**config.mk**
```make
export PLATFORM = sky130hd
export DESIGN_NAME = sss_shutter_substrate
export DESIGN_NICKNAME = d
export VERILOG_FILES = /design/src/sss_pkg.sv /design/src/sss_shutter_substrate.sv
export SDC_FILE = /design/constraint.sdc
export NUM_CORES = 2
export LEC_CHECK = 0
export ABC_CLOCK_PERIOD_IN_PS = 4400
export BUFFER_PORTS_ARGS = -buffer_cell sky130_fd_sc_hd__buf_2
export CAP_MARGIN = 20
export CORE_MARGIN = 1
export CORE_UTILIZATION = 60
export CTS_CLUSTER_DIAMETER = 50
export DETAILED_ROUTE_END_ITERATION = 12
export HOLD_SLACK_MARGIN = 0.08
export PLACE_DENSITY = 0.76
export SYNTH_ARGS = -nofsm -noshare
export SYNTH_HDL_FRONTEND = slang
export SYNTH_SLANG_ARGS = --single-unit
export TNS_END_PERCENT = 100
```
**constraint.sdc**
```tcl
create_clock -name clock -period 4.4 [get_ports clock]
set_clock_uncertainty 0.2 [all_clocks]
set_input_delay 0.88 -clock clock [delete_from_list [all_inputs] [get_ports clock]]
set_output_delay 0.88 -clock clock [all_outputs]
set_load 0.1 [all_outputs]
```
**src/sss_pkg.sv**
```systemverilog
// Operation
// - Test output selector: 0-3 shutters, 4-5 substrate mux, 6 invalid, 7 pair.
// - Substrate-0 mux: clear gives pulse 0, set gives shutter 0 caret pulse 0.
// - Substrate-1 mux: clear gives pulse 1, set gives shutter 0 caret pulse 1.
// - Pair mux: clear combines shutters 0 and 1, set combines 0 and 2.
// - Substrate mode 0 on at exposure start, mode 1 at readout; off readout end.
// - Mode 0 substrate output turns on at the programmed on line.
// - Substrate on line is twelve bits, any line 0 to 4095.
// - Keep-on bit holds substrate pulse active after readout ends.
// - Start polarity bit sets substrate output level while on.
// - Manual enable makes shutter follow manual level bit; zero disables manual.
// - Shutter on point uses 12-bit field, 12-bit line, 13-bit pixel.
// - Shutter off point has its own field, line and pixel values.
// - Readout count sets fields of substrate clock suppression during readout.
// - Exposure count sets fields suppressing substrate clock and sensor gate.
// - Trigger write arms chosen signals, starts exposure; readout follows.
// - Register writes take effect at next vertical sync falling edge; exposure and readout counts at once.
// - Each vertical sync fall after exposure starts next readout field.
// - Shutter already on ignores triggered on toggle; only off acts.
// - After exposure, sensor gate returns to draft; after readout, substrate clock resumes.
// - Without keep-on, substrate output returns inactive at readout end.
package sss_pkg;

  localparam int SSS_REG_W = 26;
  localparam int SSS_NREG = 32;
  localparam logic [7:0] SSS_ADDR_FIRST = 8'h61;
  localparam logic [7:0] SSS_ADDR_LAST = 8'h80;
  localparam logic [7:0] SSS_ADDR_STATUS = 8'h60;
  localparam logic [7:0] SSS_ADDR_TRIGGER = 8'h61;
  localparam logic [7:0] SSS_ADDR_READOUT = 8'h62;
  localparam logic [7:0] SSS_ADDR_EXPOSURE = 8'h63;
  localparam logic [7:0] SSS_ADDR_SUB1_MODE = 8'h64;
  localparam logic [7:0] SSS_ADDR_SUB1_ON = 8'h65;
  localparam logic [7:0] SSS_ADDR_ROUTE = 8'h66;
  localparam logic [7:0] SSS_ADDR_SUB0_MODE = 8'h69;
  localparam logic [7:0] SSS_ADDR_SUB0_ON = 8'h6A;
  localparam logic [7:0] SSS_SHUT_CTRL_ADDR [4] = '{8'h6B, 8'h72, 8'h77, 8'h7C};
  localparam logic [7:0] SSS_SHUTTER_ON_FIELD_ADDR [4] = '{8'h6C, 8'h73, 8'h78, 8'h7D};
  localparam logic [7:0] SSS_SHUT_ON_POS_ADDR [4] = '{8'h6D, 8'h74, 8'h79, 8'h7E};
  localparam logic [7:0] SSS_SHUTTER_OFF_FIELD_ADDR [4] = '{8'h70, 8'h75, 8'h7A, 8'h7F};
  localparam logic [7:0] SSS_SHUT_OFF_POS_ADDR [4] = '{8'h71, 8'h76, 8'h7B, 8'h80};
  localparam logic [7:0] SSS_SUB_MODE_ADDR [2] = '{8'h69, 8'h64};
  localparam logic [7:0] SSS_SUB_ON_ADDR [2] = '{8'h6A, 8'h65};

  // Field positions
  localparam int SSS_POS_PIXEL_LSB = 13;
  localparam int SSS_TRIG_SUB0_BIT = 4;
  localparam int SSS_TRIG_EXPOSE_BIT = 7;
  localparam int SSS_SUB_MODE_BIT = 0;
  localparam int SSS_SUB_KEEP_BIT = 1;
  localparam int SSS_SUB_POL_BIT = 2;
  localparam int SSS_SHUT_POL_BIT = 1;
  localparam int SSS_SHUTTER_MANUAL_ENABLE_EN_BIT = 2;
  localparam int SSS_SHUTTER_MANUAL_ENABLE_LVL_BIT = 3;
  localparam int SSS_ROUTE_SEL_LSB = 0;
  localparam int SSS_ROUTE_SUB0_MUX_BIT = 3;
  localparam int SSS_ROUTE_SUB1_MUX_BIT = 4;
  localparam int SSS_ROUTE_PAIR_MUX_BIT = 5;
  localparam int SSS_STAT_FIELD_LSB = 2;
  localparam int SSS_STAT_PEND_BIT = 10;
  localparam int SSS_STAT_SHUT_LSB = 11;
  localparam int SSS_STAT_SUB_LSB = 15;

  localparam logic [SSS_REG_W-1:0] SSS_REG_RESET = 26'h0000000;

  typedef enum logic [2:0] {
    SSS_ROUTE_SHUTTER_SIG_0 = 3'h0,
    SSS_ROUTE_SHUTTER_SIG_1 = 3'h1,
    SSS_ROUTE_SHUTTER_SIG_2 = 3'h2,
    SSS_ROUTE_SHUTTER_SIG_3 = 3'h3,
    SSS_ROUTE_SUB0 = 3'h4,
    SSS_ROUTE_SUB1 = 3'h5,
    SSS_ROUTE_INVALID = 3'h6,
    SSS_ROUTE_PAIR = 3'h7
  } sss_route_type;

  typedef enum logic [1:0] {
    SSS_SEQ_IDLE = 2'b00,
    SSS_SEQ_EXPOSE = 2'b01,
    SSS_SEQ_READOUT = 2'b10
  } sss_seq_type;

endpackage : sss_pkg

```
**src/sss_shutter_substrate.sv**
```systemverilog
module sss_shutter_substrate
  import sss_pkg::*;
#(
  parameter int LINE_W = 12,
  parameter int PIXEL_W = 13,
  parameter int FIELD_W = 12,
  parameter int COUNT_W = 8
) (
  input wire logic clock,
  input wire logic rst_n,
  input wire logic reg_wr_en,
  input wire logic reg_rd_en,
  input wire logic [7:0] reg_addr,
  input wire logic [SSS_REG_W-1:0] reg_wr_data,
  output logic [SSS_REG_W-1:0] reg_rd_data,
  output logic reg_rd_valid,
  input wire logic vertical_sync,
  input wire logic horizontal_sync,
  output logic [3:0] shutter_sig,
  output logic [1:0] substrate_pulse,
  output logic test_output,
  output logic substrate_clock_enable,
  output logic sensor_gate_enable
);

  if (LINE_W < 1 || LINE_W > 12 || PIXEL_W < 1 || PIXEL_W > 13 ||
      FIELD_W < 1 || FIELD_W > 12 || COUNT_W < 1 || COUNT_W > 8) begin : g_bad_w
    $error("sss_shutter_substrate: unsupported width parameter");
  end

  localparam int IDX_TRIG = int'(SSS_ADDR_TRIGGER - SSS_ADDR_FIRST);
  localparam int IDX_READ = int'(SSS_ADDR_READOUT - SSS_ADDR_FIRST);
  localparam int IDX_EXPO = int'(SSS_ADDR_EXPOSURE - SSS_ADDR_FIRST);
  localparam int IDX_ROUTE = int'(SSS_ADDR_ROUTE - SSS_ADDR_FIRST);

  // ----------------------------------------------------------------
  // Sync pin capture and edge detection
  // ----------------------------------------------------------------
  logic vs_meta, vs_sync, vs_prev;
  logic hs_meta, hs_sync, hs_prev;
  logic vd_fall, hd_fall;

  always_ff @(posedge clock or negedge rst_n) begin
    if (!rst_n) begin
      vs_meta <= 1'b1;
      vs_sync <= 1'b1;
      vs_prev <= 1'b1;
      hs_meta <= 1'b1;
      hs_sync <= 1'b1;
      hs_prev <= 1'b1;
    end else begin
      vs_meta <= vertical_sync;
      vs_sync <= vs_meta;
      vs_prev <= vs_sync;
      hs_meta <= horizontal_sync;
      hs_sync <= hs_meta;
      hs_prev <= hs_sync;
    end
  end

  assign vd_fall = vs_prev & ~vs_sync;
  assign hd_fall = hs_prev & ~hs_sync;

  // ----------------------------------------------------------------
  // Register file: shadow written by host, active copy used by shutter, substrate and route logic
  // ----------------------------------------------------------------
  logic [SSS_REG_W-1:0] shadow [SSS_NREG];
  logic [SSS_REG_W-1:0] active [SSS_NREG];
  logic [7:0] reg_off;
  logic reg_mapped;
  logic trig_write, trig_pend;

  assign reg_off = reg_addr - SSS_ADDR_FIRST;
  assign reg_mapped = (reg_addr >= SSS_ADDR_FIRST) &&
                      (reg_addr <= SSS_ADDR_LAST);
  assign trig_write = reg_wr_en && (reg_addr == SSS_ADDR_TRIGGER);

  always_ff @(posedge clock or negedge rst_n) begin
    if (!rst_n) begin
      for (int k = 0; k < SSS_NREG; k++) begin
        shadow[k] <= SSS_REG_RESET;
      end
    end else if (reg_wr_en && reg_mapped) begin
      shadow[reg_off[4:0]] <= reg_wr_data;
    end
  end

  always_ff @(posedge clock or negedge rst_n) begin
    if (!rst_n) begin
      for (int k = 0; k < SSS_NREG; k++) begin
        active[k] <= SSS_REG_RESET;
      end
    end else if (vd_fall) begin
      for (int k = 0; k < SSS_NREG; k++) begin
        active[k] <= shadow[k];
      end
    end
  end

  // A trigger write in the same cycle as the apply edge survives it
  always_ff @(posedge clock or negedge rst_n) begin
    if (!rst_n) begin
      trig_pend <= 1'b0;
    end else if (trig_write) begin
      trig_pend <= 1'b1;
    end else if (vd_fall) begin
      trig_pend <= 1'b0;
    end
  end

  // ----------------------------------------------------------------
  // Line and pixel position counters
  // ----------------------------------------------------------------
  logic [LINE_W-1:0] line_cnt;
  logic [PIXEL_W-1:0] pixel_cnt;

  always_ff @(posedge clock or negedge rst_n) begin
    if (!rst_n) begin
      line_cnt <= '0;
    end else if (vd_fall) begin
      line_cnt <= '0;
    end else if (hd_fall && line_cnt != '1) begin
      line_cnt <= line_cnt + 1'b1;
    end
  end

  always_ff @(posedge clock or negedge rst_n) begin
    if (!rst_n) begin
      pixel_cnt <= '0;
    end else if (vd_fall || hd_fall) begin
      pixel_cnt <= '0;
    end else if (pixel_cnt != '1) begin
      pixel_cnt <= pixel_cnt + 1'b1;
    end
  end

  // ----------------------------------------------------------------
  // Exposure and readout sequence
  // ----------------------------------------------------------------
  sss_seq_type seq_state;
  logic [COUNT_W-1:0] field_cnt;
  logic [COUNT_W-1:0] field_inc;
  logic [COUNT_W-1:0] expose_fields, readout_fields;
  logic seq_start, expose_last, readout_last, seq_done;

  assign field_inc = field_cnt + 1'b1;
  assign expose_fields = shadow[IDX_EXPO][COUNT_W-1:0];
  assign readout_fields = shadow[IDX_READ][COUNT_W-1:0];
  assign seq_start = vd_fall && trig_pend && seq_state == SSS_SEQ_IDLE &&
                     shadow[IDX_TRIG][SSS_TRIG_EXPOSE_BIT];
  assign expose_last = field_inc >= expose_fields;
  assign readout_last = field_inc >= readout_fields;
  assign seq_done = vd_fall && seq_state == SSS_SEQ_READOUT && readout_last;

  always_ff @(posedge clock or negedge rst_n) begin
    if (!rst_n) begin
      seq_state <= SSS_SEQ_IDLE;
      field_cnt <= '0;
    end else if (vd_fall) begin
      case (seq_state)
        SSS_SEQ_IDLE: begin
          if (seq_start) begin
            seq_state <= SSS_SEQ_EXPOSE;
            field_cnt <= '0;
          end
        end
        SSS_SEQ_EXPOSE: begin
          if (expose_last) begin
            seq_state <= SSS_SEQ_READOUT;
            field_cnt <= '0;
          end else begin
            field_cnt <= field_inc;
          end
        end
        SSS_SEQ_READOUT: begin
          if (readout_last) begin
            seq_state <= SSS_SEQ_IDLE;
            field_cnt <= '0;
          end else begin
            field_cnt <= field_inc;
          end
        end
        default: begin
          seq_state <= SSS_SEQ_IDLE;
          field_cnt <= '0;
        end
      endcase
    end
  end

  always_ff @(posedge clock or negedge rst_n) begin
    if (!rst_n) begin
      substrate_clock_enable <= 1'b1;
      sensor_gate_enable <= 1'b1;
    end else begin
      substrate_clock_enable <= seq_state == SSS_SEQ_IDLE;
      sensor_gate_enable <= seq_state != SSS_SEQ_EXPOSE;
    end
  end

  // ----------------------------------------------------------------
  // Shutter signals
  // ----------------------------------------------------------------
  logic [3:0] shut_on, shut_lvl;

  for (genvar i = 0; i < 4; i++) begin : g_shut
    localparam int CI = int'(SSS_SHUT_CTRL_ADDR[i] - SSS_ADDR_FIRST);
    localparam int OFI = int'(SSS_SHUTTER_ON_FIELD_ADDR[i] - SSS_ADDR_FIRST);
    localparam int OPI = int'(SSS_SHUT_ON_POS_ADDR[i] - SSS_ADDR_FIRST);
    localparam int FFI = int'(SSS_SHUTTER_OFF_FIELD_ADDR[i] - SSS_ADDR_FIRST);
    localparam int FPI = int'(SSS_SHUT_OFF_POS_ADDR[i] - SSS_ADDR_FIRST);
    logic armed, single;
    logic man_en, man_lvl, on_field, off_field, on_hit, off_hit;

    assign man_en = active[CI][SSS_SHUTTER_MANUAL_ENABLE_EN_BIT];
    assign man_lvl = active[CI][SSS_SHUTTER_MANUAL_ENABLE_LVL_BIT];
    assign on_field = single || (seq_state == SSS_SEQ_EXPOSE &&
      FIELD_W'(field_cnt) == active[OFI][FIELD_W-1:0]);
    assign off_field = single || (seq_state == SSS_SEQ_EXPOSE &&
      FIELD_W'(field_cnt) == active[FFI][FIELD_W-1:0]);
    // Manual mode ignores field and arming
    assign on_hit = line_cnt == active[OPI][LINE_W-1:0] &&
      pixel_cnt == active[OPI][SSS_POS_PIXEL_LSB +: PIXEL_W] &&
      (man_en ? man_lvl : armed && on_field);
    assign off_hit = line_cnt == active[FPI][LINE_W-1:0] &&
      pixel_cnt == active[FPI][SSS_POS_PIXEL_LSB +: PIXEL_W] &&
      (man_en ? !man_lvl : armed && off_field);

    always_ff @(posedge clock or negedge rst_n) begin
      if (!rst_n) begin
        armed <= 1'b0;
        single <= 1'b0;
      end else if (vd_fall && trig_pend && shadow[IDX_TRIG][i]) begin
        armed <= 1'b1;
        single <= !shadow[IDX_TRIG][SSS_TRIG_EXPOSE_BIT];
      end else if ((off_hit && !man_en) || seq_done ||
                   (vd_fall && single)) begin
        armed <= 1'b0;
        single <= 1'b0;
      end
    end

    // Already-on shutter keeps state on on toggle
    always_ff @(posedge clock or negedge rst_n) begin
      if (!rst_n) begin
        shut_on[i] <= 1'b0;
      end else if (off_hit) begin
        shut_on[i] <= 1'b0;
      end else if (on_hit) begin
        shut_on[i] <= 1'b1;
      end
    end

    assign shut_lvl[i] = active[CI][SSS_SHUT_POL_BIT] ? shut_on[i]
                                                       : !shut_on[i];
  end

  always_ff @(posedge clock or negedge rst_n) begin
    if (!rst_n) begin
      shutter_sig <= 4'h0;
    end else begin
      shutter_sig <= shut_lvl;
    end
  end

  // ----------------------------------------------------------------
  // Substrate pulses
  // ----------------------------------------------------------------
  logic [1:0] sub_on, sub_lvl;

  for (genvar j = 0; j < 2; j++) begin : g_sub
    localparam int MI = int'(SSS_SUB_MODE_ADDR[j] - SSS_ADDR_FIRST);
    localparam int NI = int'(SSS_SUB_ON_ADDR[j] - SSS_ADDR_FIRST);
    logic armed, keep, start_phase, on_hit;

    assign keep = active[MI][SSS_SUB_KEEP_BIT];
    // Mode picks exposure or readout start
    assign start_phase = active[MI][SSS_SUB_MODE_BIT] ?
      seq_state == SSS_SEQ_READOUT : seq_state == SSS_SEQ_EXPOSE;
    assign on_hit = armed && start_phase && field_cnt == '0 &&
      line_cnt == active[NI][LINE_W-1:0] && pixel_cnt == '0;

    always_ff @(posedge clock or negedge rst_n) begin
      if (!rst_n) begin
        armed <= 1'b0;
      end else if (seq_start) begin
        armed <= shadow[IDX_TRIG][SSS_TRIG_SUB0_BIT + j];
      end else if (on_hit || seq_done) begin
        armed <= 1'b0;
      end
    end

    always_ff @(posedge clock or negedge rst_n) begin
      if (!rst_n) begin
        sub_on[j] <= 1'b0;
      end else if (on_hit) begin
        sub_on[j] <= 1'b1;
      end else if (seq_done && !keep) begin
        sub_on[j] <= 1'b0;
      end else if (vd_fall && !keep && seq_state == SSS_SEQ_IDLE) begin
        sub_on[j] <= 1'b0;
      end
    end

    assign sub_lvl[j] = active[MI][SSS_SUB_POL_BIT] ? sub_on[j]
                                                     : !sub_on[j];
  end

  always_ff @(posedge clock or negedge rst_n) begin
    if (!rst_n) begin
      substrate_pulse <= 2'h0;
    end else begin
      substrate_pulse <= sub_lvl;
    end
  end

  // ----------------------------------------------------------------
  // Test output routing
  // ----------------------------------------------------------------
  sss_route_type route_sel;
  logic sub0_mux, sub1_mux, pair_mux, next_test;

  assign route_sel = sss_route_type'(active[IDX_ROUTE][SSS_ROUTE_SEL_LSB +: 3]);
  assign sub0_mux = active[IDX_ROUTE][SSS_ROUTE_SUB0_MUX_BIT];
  assign sub1_mux = active[IDX_ROUTE][SSS_ROUTE_SUB1_MUX_BIT];
  assign pair_mux = active[IDX_ROUTE][SSS_ROUTE_PAIR_MUX_BIT];

  // Selector; caret taken as exclusive or
  always_comb begin
    case (route_sel)
      SSS_ROUTE_SHUTTER_SIG_0: next_test = shut_lvl[0];
      SSS_ROUTE_SHUTTER_SIG_1: next_test = shut_lvl[1];
      SSS_ROUTE_SHUTTER_SIG_2: next_test = shut_lvl[2];
      SSS_ROUTE_SHUTTER_SIG_3: next_test = shut_lvl[3];
      SSS_ROUTE_SUB0: next_test = sub0_mux ? shut_lvl[0] ^ sub_lvl[0]
                                           : sub_lvl[0];
      SSS_ROUTE_SUB1: next_test = sub1_mux ? shut_lvl[0] ^ sub_lvl[1]
                                           : sub_lvl[1];
      SSS_ROUTE_PAIR: next_test = pair_mux ? shut_lvl[0] ^ shut_lvl[2]
                                           : shut_lvl[0] ^ shut_lvl[1];
      default: next_test = 1'b0;
    endcase
  end

  always_ff @(posedge clock or negedge rst_n) begin
    if (!rst_n) begin
      test_output <= 1'b0;
    end else begin
      test_output <= next_test;
    end
  end

  // ----------------------------------------------------------------
  // Register read port
  // ----------------------------------------------------------------
  logic [SSS_REG_W-1:0] status_word;

  always_comb begin
    status_word = '0;
    status_word[1:0] = seq_state;
    status_word[SSS_STAT_FIELD_LSB +: 8] = 8'(field_cnt);
    status_word[SSS_STAT_PEND_BIT] = trig_pend;
    status_word[SSS_STAT_SHUT_LSB +: 4] = shut_on;
    status_word[SSS_STAT_SUB_LSB +: 2] = sub_on;
  end

  always_ff @(posedge clock or negedge rst_n) begin
    if (!rst_n) begin
      reg_rd_data <= '0;
      reg_rd_valid <= 1'b0;
    end else begin
      reg_rd_valid <= reg_rd_en;
      if (reg_rd_en && reg_addr == SSS_ADDR_STATUS) begin
        reg_rd_data <= status_word;
      end else if (reg_rd_en && reg_mapped) begin
        reg_rd_data <= shadow[reg_off[4:0]];
      end else if (reg_rd_en) begin
        reg_rd_data <= '0;
      end
    end
  end
endmodule : sss_shutter_substrate

```
# Word-level counts from Yosys, hierarchy flattened
# Cells that the tools add are included.
# word_totals
inputBits	40
out_inout_bits	36
ff_bits	1282
word_cells	353
# classes
add_sub_neg	4
n_eq_ne	42
n_lt_le_gt_ge	6
bitwise	9
n_mux	73
reduce_logical	128
# ops
operator	n
832-bit bitwise mux	1
26-bit 2-to-1 mux	6
26-bit binary-select mux with 5-bit select	1
26-bit demux with 5-bit select	1
12-bit == test	10
13-bit == test	8
8-bit by 12-bit == test with 1-bit output	8
1-bit logical AND	70
1-bit 2-to-1 mux	51
13-bit 2-to-1 mux	2
2-bit nonzero test	13
12-bit 2-to-1 mux	2
8-bit 2-to-1 mux	3
8-bit one-hot mux with 3 select lines	1
1-bit logical OR	19
1-bit zero test	17
8-bit by 7-bit == test with 1-bit output, second input constant	2
8-bit >= comparator	2
13-bit by 1-bit adder with 13-bit output, second input constant	1
13-bit zero test	1
13-bit inequality test, second input constant	1
12-bit by 1-bit adder with 12-bit output, second input constant	1
12-bit inequality test, second input constant	1
3-bit == test, second input constant	3
25 further kinds	37

# Logic depth before layout (Yosys ltp)
# depth
depth_word	11
mapped_depth	16
depth_no_buf	11

# Worst setup path after synthesis
# No wires, ideal clock.
# synth_timing
path_type	in2reg
start	in reg_addr[0]
end	reg reg_rd_data[12]
cell_stages	13
n_path_buf	8
path_slack_ns	-0.102
setup_time_ns	0.133
arrival_time_ns	4.169
required_ns	4.067
cell_sequence	buf_2 -> buf_2 -> buf_2 -> buf_2 -> inv_1 -> ha_1 -> clkbuf_1 -> clkbuf_1 -> clkbuf_1 -> clkbuf_1 -> mux4_2 -> o2111ai_1 -> o21ai_0
# synth_between
elab_chain_cells	7
elab_cells_between_ends	14
cone_classes	add/sub: 1; order compare: 2; eq/ne: 1; mux: 5; bitwise: 1; reduce/logical: 4
# synth_rtl
item	line_no	source
start: declaration	sss_shutter_substrate.sv:13	input wire logic [7:0] reg_addr,
5-bit by 1-bit subtractor with 5-bit output	sss_shutter_substrate.sv:73	assign reg_off = reg_addr - SSS_ADDR_FIRST;
5-bit inverter with 6-bit output (implied by the code)	sss_shutter_substrate.sv:376	reg_rd_data <= shadow[reg_off[4:0]];
26-bit binary-select mux with 5-bit select	sss_shutter_substrate.sv:376	
26-bit 2-to-1 mux (implied by the code) (2 in series)	sss_shutter_substrate.sv:376	
26-bit 2-to-1 mux	sss_shutter_substrate.sv:375	end else if (reg_rd_en && reg_mapped) begin
26-bit 2-to-1 mux	sss_shutter_substrate.sv:373	if (reg_rd_en && reg_addr == SSS_ADDR_STATUS) begin
end signal: assignment	sss_shutter_substrate.sv:374	reg_rd_data <= status_word;
end signal: assignment	sss_shutter_substrate.sv:376	
end: declaration	sss_shutter_substrate.sv:15	output logic [SSS_REG_W-1:0] reg_rd_data,
# Several ways; a longest one is shown, not always the timed one. The select of a mux whose other input is x is not followed.
# A chain may end at the register's enable or synchronous reset.

# Worst setup path after layout
# layout_timing
start	reg field_cnt[0]
end	reg sub_on[1] (netlist: status_word[16])
# layout_between
elab_chain_cells	6
elab_cells_between_ends	11
cone_classes	add/sub: 1; order compare: 1; mux: 2; reduce/logical: 7
# layout_rtl
item	line_no	source
start: declaration	sss_shutter_substrate.sv:141	logic [COUNT_W-1:0] field_cnt;
start signal: assignment	sss_shutter_substrate.sv:172	field_cnt <= field_inc;
start signal: assignment	sss_shutter_substrate.sv:180	field_cnt <= field_inc;
8-bit by 1-bit adder with 8-bit output	sss_shutter_substrate.sv:146	assign field_inc = field_cnt + 1'b1;
8-bit >= comparator	sss_shutter_substrate.sv:152	assign readout_last = field_inc >= readout_fields;
1-bit logical AND	sss_shutter_substrate.sv:153	assign seq_done = vd_fall && seq_state == SSS_SEQ_READOUT && readout_last;
1-bit logical AND	sss_shutter_substrate.sv:298	end else if (seq_done && !keep) begin
1-bit 2-to-1 mux	sss_shutter_substrate.sv:298	
1-bit 2-to-1 mux	sss_shutter_substrate.sv:296	end else if (on_hit) begin
end signal: indexed assignment	sss_shutter_substrate.sv:295	sub_on[j] <= 1'b0;
end signal: indexed assignment	sss_shutter_substrate.sv:297	sub_on[j] <= 1'b1;
end signal: indexed assignment	sss_shutter_substrate.sv:299	sub_on[j] <= 1'b0;
end: declaration	sss_shutter_substrate.sv:269	logic [1:0] sub_on, sub_lvl;
# Several ways; a longest one is shown, not always the timed one.

==> impl_results.md <==
- Status: finished with violations
- Failing checks: design-rule violations
- Peak per-stage delay on the critical path: 500 ps
- Crit. End Element: flip-flop
- Ys async rst share: 1.00
- Top delay family on crit path: simple AND/OR/NAND/NOR gates
- Max Root-Sink Buffers: 3
- Multi-input logic area: 0.0255 mm2
- Mapped Area: 0.0588 mm2
- Buf/Inv on CP: 1
- LEAKAGE: approximately 33 nW
- Filler instances: between 6,000 and 7,000
- Seq/Total Area, Yosys: 0.541
- Top_reg_cell synth: dfrtp_1
- Final slew viol count: 0
- Drt drc: 9
- Clk_lat worst skew: 780 ps
- Final min period: 3500 ps
- Post-synth EDFFs: 0
- Largest driver fanout on the critical path: 16
- Kind of critical path: flip-flop to flip-flop
- Dpl hpwl: 115,000 um
- CTS resizes: 0
- Synth Warn #: 0
- WL final: 175,000 um
- Vias: 39,500
- Register area: 0.0318 mm2
- Vias in the first global route: 39,500
- WP data arrival: 3960 ps
- Core area: 0.0969 mm2
- Fin. Hold Viols: 0
- Layout cells sized above 1: 0.320
- Rows: 114
- Die Y: 315 um
- Syn_nets: 4,776
- Die span in x: 315 um
- Global-route wire length before repair: ~260,000 um
- Post-placement cell area: 0.0610 mm2
- Worst EP required: 4850 ps
- Critical Path Source Type: flip-flop
- Cells after synthesis: 4,706
- FMAX: 0.286 GHz
- PwrDens: 418 mW/mm2
- CP Cell Sequence: buf_4 -> and3_1 -> nor2b_1 -> or2_2 -> ha_1 -> and4_1 -> o21ai_0 -> o21ai_0 -> nand3_1 -> a21oi_1 -> o21ai_0
- Starting Density: 0.607
- Largest net degree at the start of global routing: ~130
- CP most frequent cell: o21ai_0
- CP max stage cell: nand3_1
- Initial drt markers: 4,704
- Area grow syn2layout: 11.5%
- Vias per cell: 6.49
- Final net count: roughly 4,800
- I/O pin count: 76
- Hold/Removal Path Class: flip-flop to flip-flop
- Clk sinks: 1,270
- Pre-antenna DRT Iters: 12
- Clock root cell: clkbuf_16
- Yosys reg bits: 1,270
- Headroom to the max-slew limit: 0.191
- # setup viols final: 0
- All-Layer GR Usage: 0.361
- TritonCTS Buffers: 139
- Avg Inst Size Synth: roughly 12 um2
- Die area: 0.0993 mm2
- Post-route antenna net violation count: 0
- Unrepaired setup endpoints after global routing: no
- Yosys cell types: a little under 70
- Setup TNS: 0 ps
- Maximum vdd drop: between 0.0004 and 0.0005 V
- Initial antenna violation count: 7
- Measured slew at the worst slew-check pin: between 1000 and 1500 ps
- WL/cell: 28.7 um
- Max Cap Viol: 0
- CTS tree: yes
- Final Cell Area: 0.0656 mm2
- Total global routing overflow: 0
- GP Congestion: 0.964
- Clk slew on worst S/H paths: 60 ps
- H-tree depth: 4
- I/O Buffers: 75
- Part of the cycle the worst path needs: 0.796
through the flow:
step	utilization	hold WS [ps]	setup slack, ps	std cells	power, W
floorplan	-	145	21.4	4706	0.0146
global placement	0.630	148	362	5837	0.0158
detailed placement	0.630	147	349	5837	0.0159
CTS	0.677	145	993	6087	0.0274
global route	0.677	165	777	6088	0.0282
finish	0.677	150	898	6088	0.0274
placed cells by master (no fill, tap or decap), types with 10 or more instances in the layout:
master / synthesis / layout
dfrtp_1: 1262 / 1262
nand2_1: 1094 / 1094
mux2_2: 794 / 794
mux4_2: 209 / 209
xor2_1: 198 / 198
clkbuf_16: 0 / 140
xnor2_1: 122 / 121
buf_4: 1 / 96
buf_2: 74 / 72
nor4_1: 70 / 70
o22ai_1: 60 / 60
mux2_4: 54 / 54
nor2_1: 50 / 50
nand4_1: 46 / 46
buf_12: 0 / 41
inv_1: 37 / 37
nand3_1: 30 / 30
o21ai_0: 30 / 30
ha_1: 30 / 29
clkbuf_8: 0 / 25
clkinv_2: 0 / 23
clkbuf_1: 244 / 23
a21oi_1: 22 / 21
mux2_1: 19 / 19
nor3_1: 18 / 18
mux2i_1: 17 / 17
nor2_4: 0 / 16
a221o_1: 14 / 14
inv_6: 0 / 11
nor2b_1: 11 / 10
sequential cells by signal, indices dropped and copies added (netlist names), 8 cells and up:
name	flops
pixel_cnt	13
readout_fields	8
line_cnt	12
active	344
reg_rd_data	26
field_cnt	8
expose_fields	8
shadow	816
worst register-to-register path: stages (launching register included):
cell and delay [ps]:
dfrtp_1 350, buf_4 340, and3_1 260, nor2b_1 70
or2_2 350, ha_1 320, and4_1 220, o21ai_0 120
o21ai_0 200, nand3_1 500, a21oi_1 360, o21ai_0 100
cell families after synthesis:
family	share of synthesized area
compound gates	0.0247
xor+xnor	0.0477
fa+ha+maj	0.00638
buf+inv	0.0280
flops	0.541
mux	0.252
simple gates	0.100
where the power goes:
group	leakage [nW]	internal, W	switching [W]	total [W]
Sequential	17.5	0.0123	0.000539	0.0129
Combinational	13.6	0.00110	0.00180	0.00290
Clock	2.24	0.00669	0.00495	0.0116
cell usage after synthesis (5+ instances only):
cell type,n,area share
nor4b_1,5,0.00074
o31a_1,5,0.00074
inv_1,37,0.0024
nor2_2,20,0.0021
mux2i_1,17,0.0029
and3_1,8,0.00085
mux4_2,209,0.080
a221o_1,14,0.0024
nand2b_1,8,0.00085
o22ai_1,60,0.0064
a22oi_1,6,0.00077
buf_2,74,0.0063
a32o_1,5,0.00085
a211o_1,5,0.00074
dfrtp_1,1262,0.54
a211oi_1,5,0.00064
nor3_1,18,0.0015
nand2_1,1094,0.070
nor2_1,50,0.0032
nor2b_1,11,0.0012
a21oi_1,22,0.0019
buf_1,26,0.0017
dfstp_2,8,0.0036
mux2_2,794,0.15
xnor2_1,122,0.018
buf_6,10,0.0019
clkbuf_1,244,0.016
a22o_1,5,0.00074
nand3_1,30,0.0026
or3_1,7,0.00074
mux2_1,19,0.0036
nand4_1,46,0.0049
nor4_1,70,0.0074
o41ai_1,8,0.0012
o21ai_0,30,0.0026
xor2_1,198,0.029
ha_1,30,0.0064
mux2_4,54,0.014
repair_timing:
item                                   CTS  global route
endpoints found under the hold margin   74             0
hold buffers                             3             0
setup buffers                            0             0
area by class of cell:
cell class | instances | area share
sequential | 1270 | 0.485
multi-input combinational | 3043 | 0.389
clock buffer | 188 | 0.0600
timing repair buffer | 213 | 0.0297
tap | 1276 | 0.0243
clock inverter | 59 | 0.00950
inverter | 38 | 0.00218
antenna | 1 | 0.0000382
final timing paths:
check | start | end | slack, ps | depth (start not counted)
setup / recovery | field_cnt[0] | status_word[16] | 900 | 11
hold / removal | hs_meta | hs_sync | 150 | 0
setup reg to reg | field_cnt[0] | status_word[16] | 900 | 11
hold reg to reg | hs_meta | hs_sync | 150 | 0
max in group asynchronous | rst_n | shadow[489] | 2330 | 3
min in group asynchronous | rst_n | shadow[522] | 510 | 2
layer usage:
metal,track usage,vias up,wire length (um)
met2,0.529,2032,78500
met4,0.204,6,10400
met5,0,-,44
li1,-,16300,-
met3,0.0793,475,16100
met1,0.504,20700,69800
Note: power is estimated with default switching activity, not from simulation.
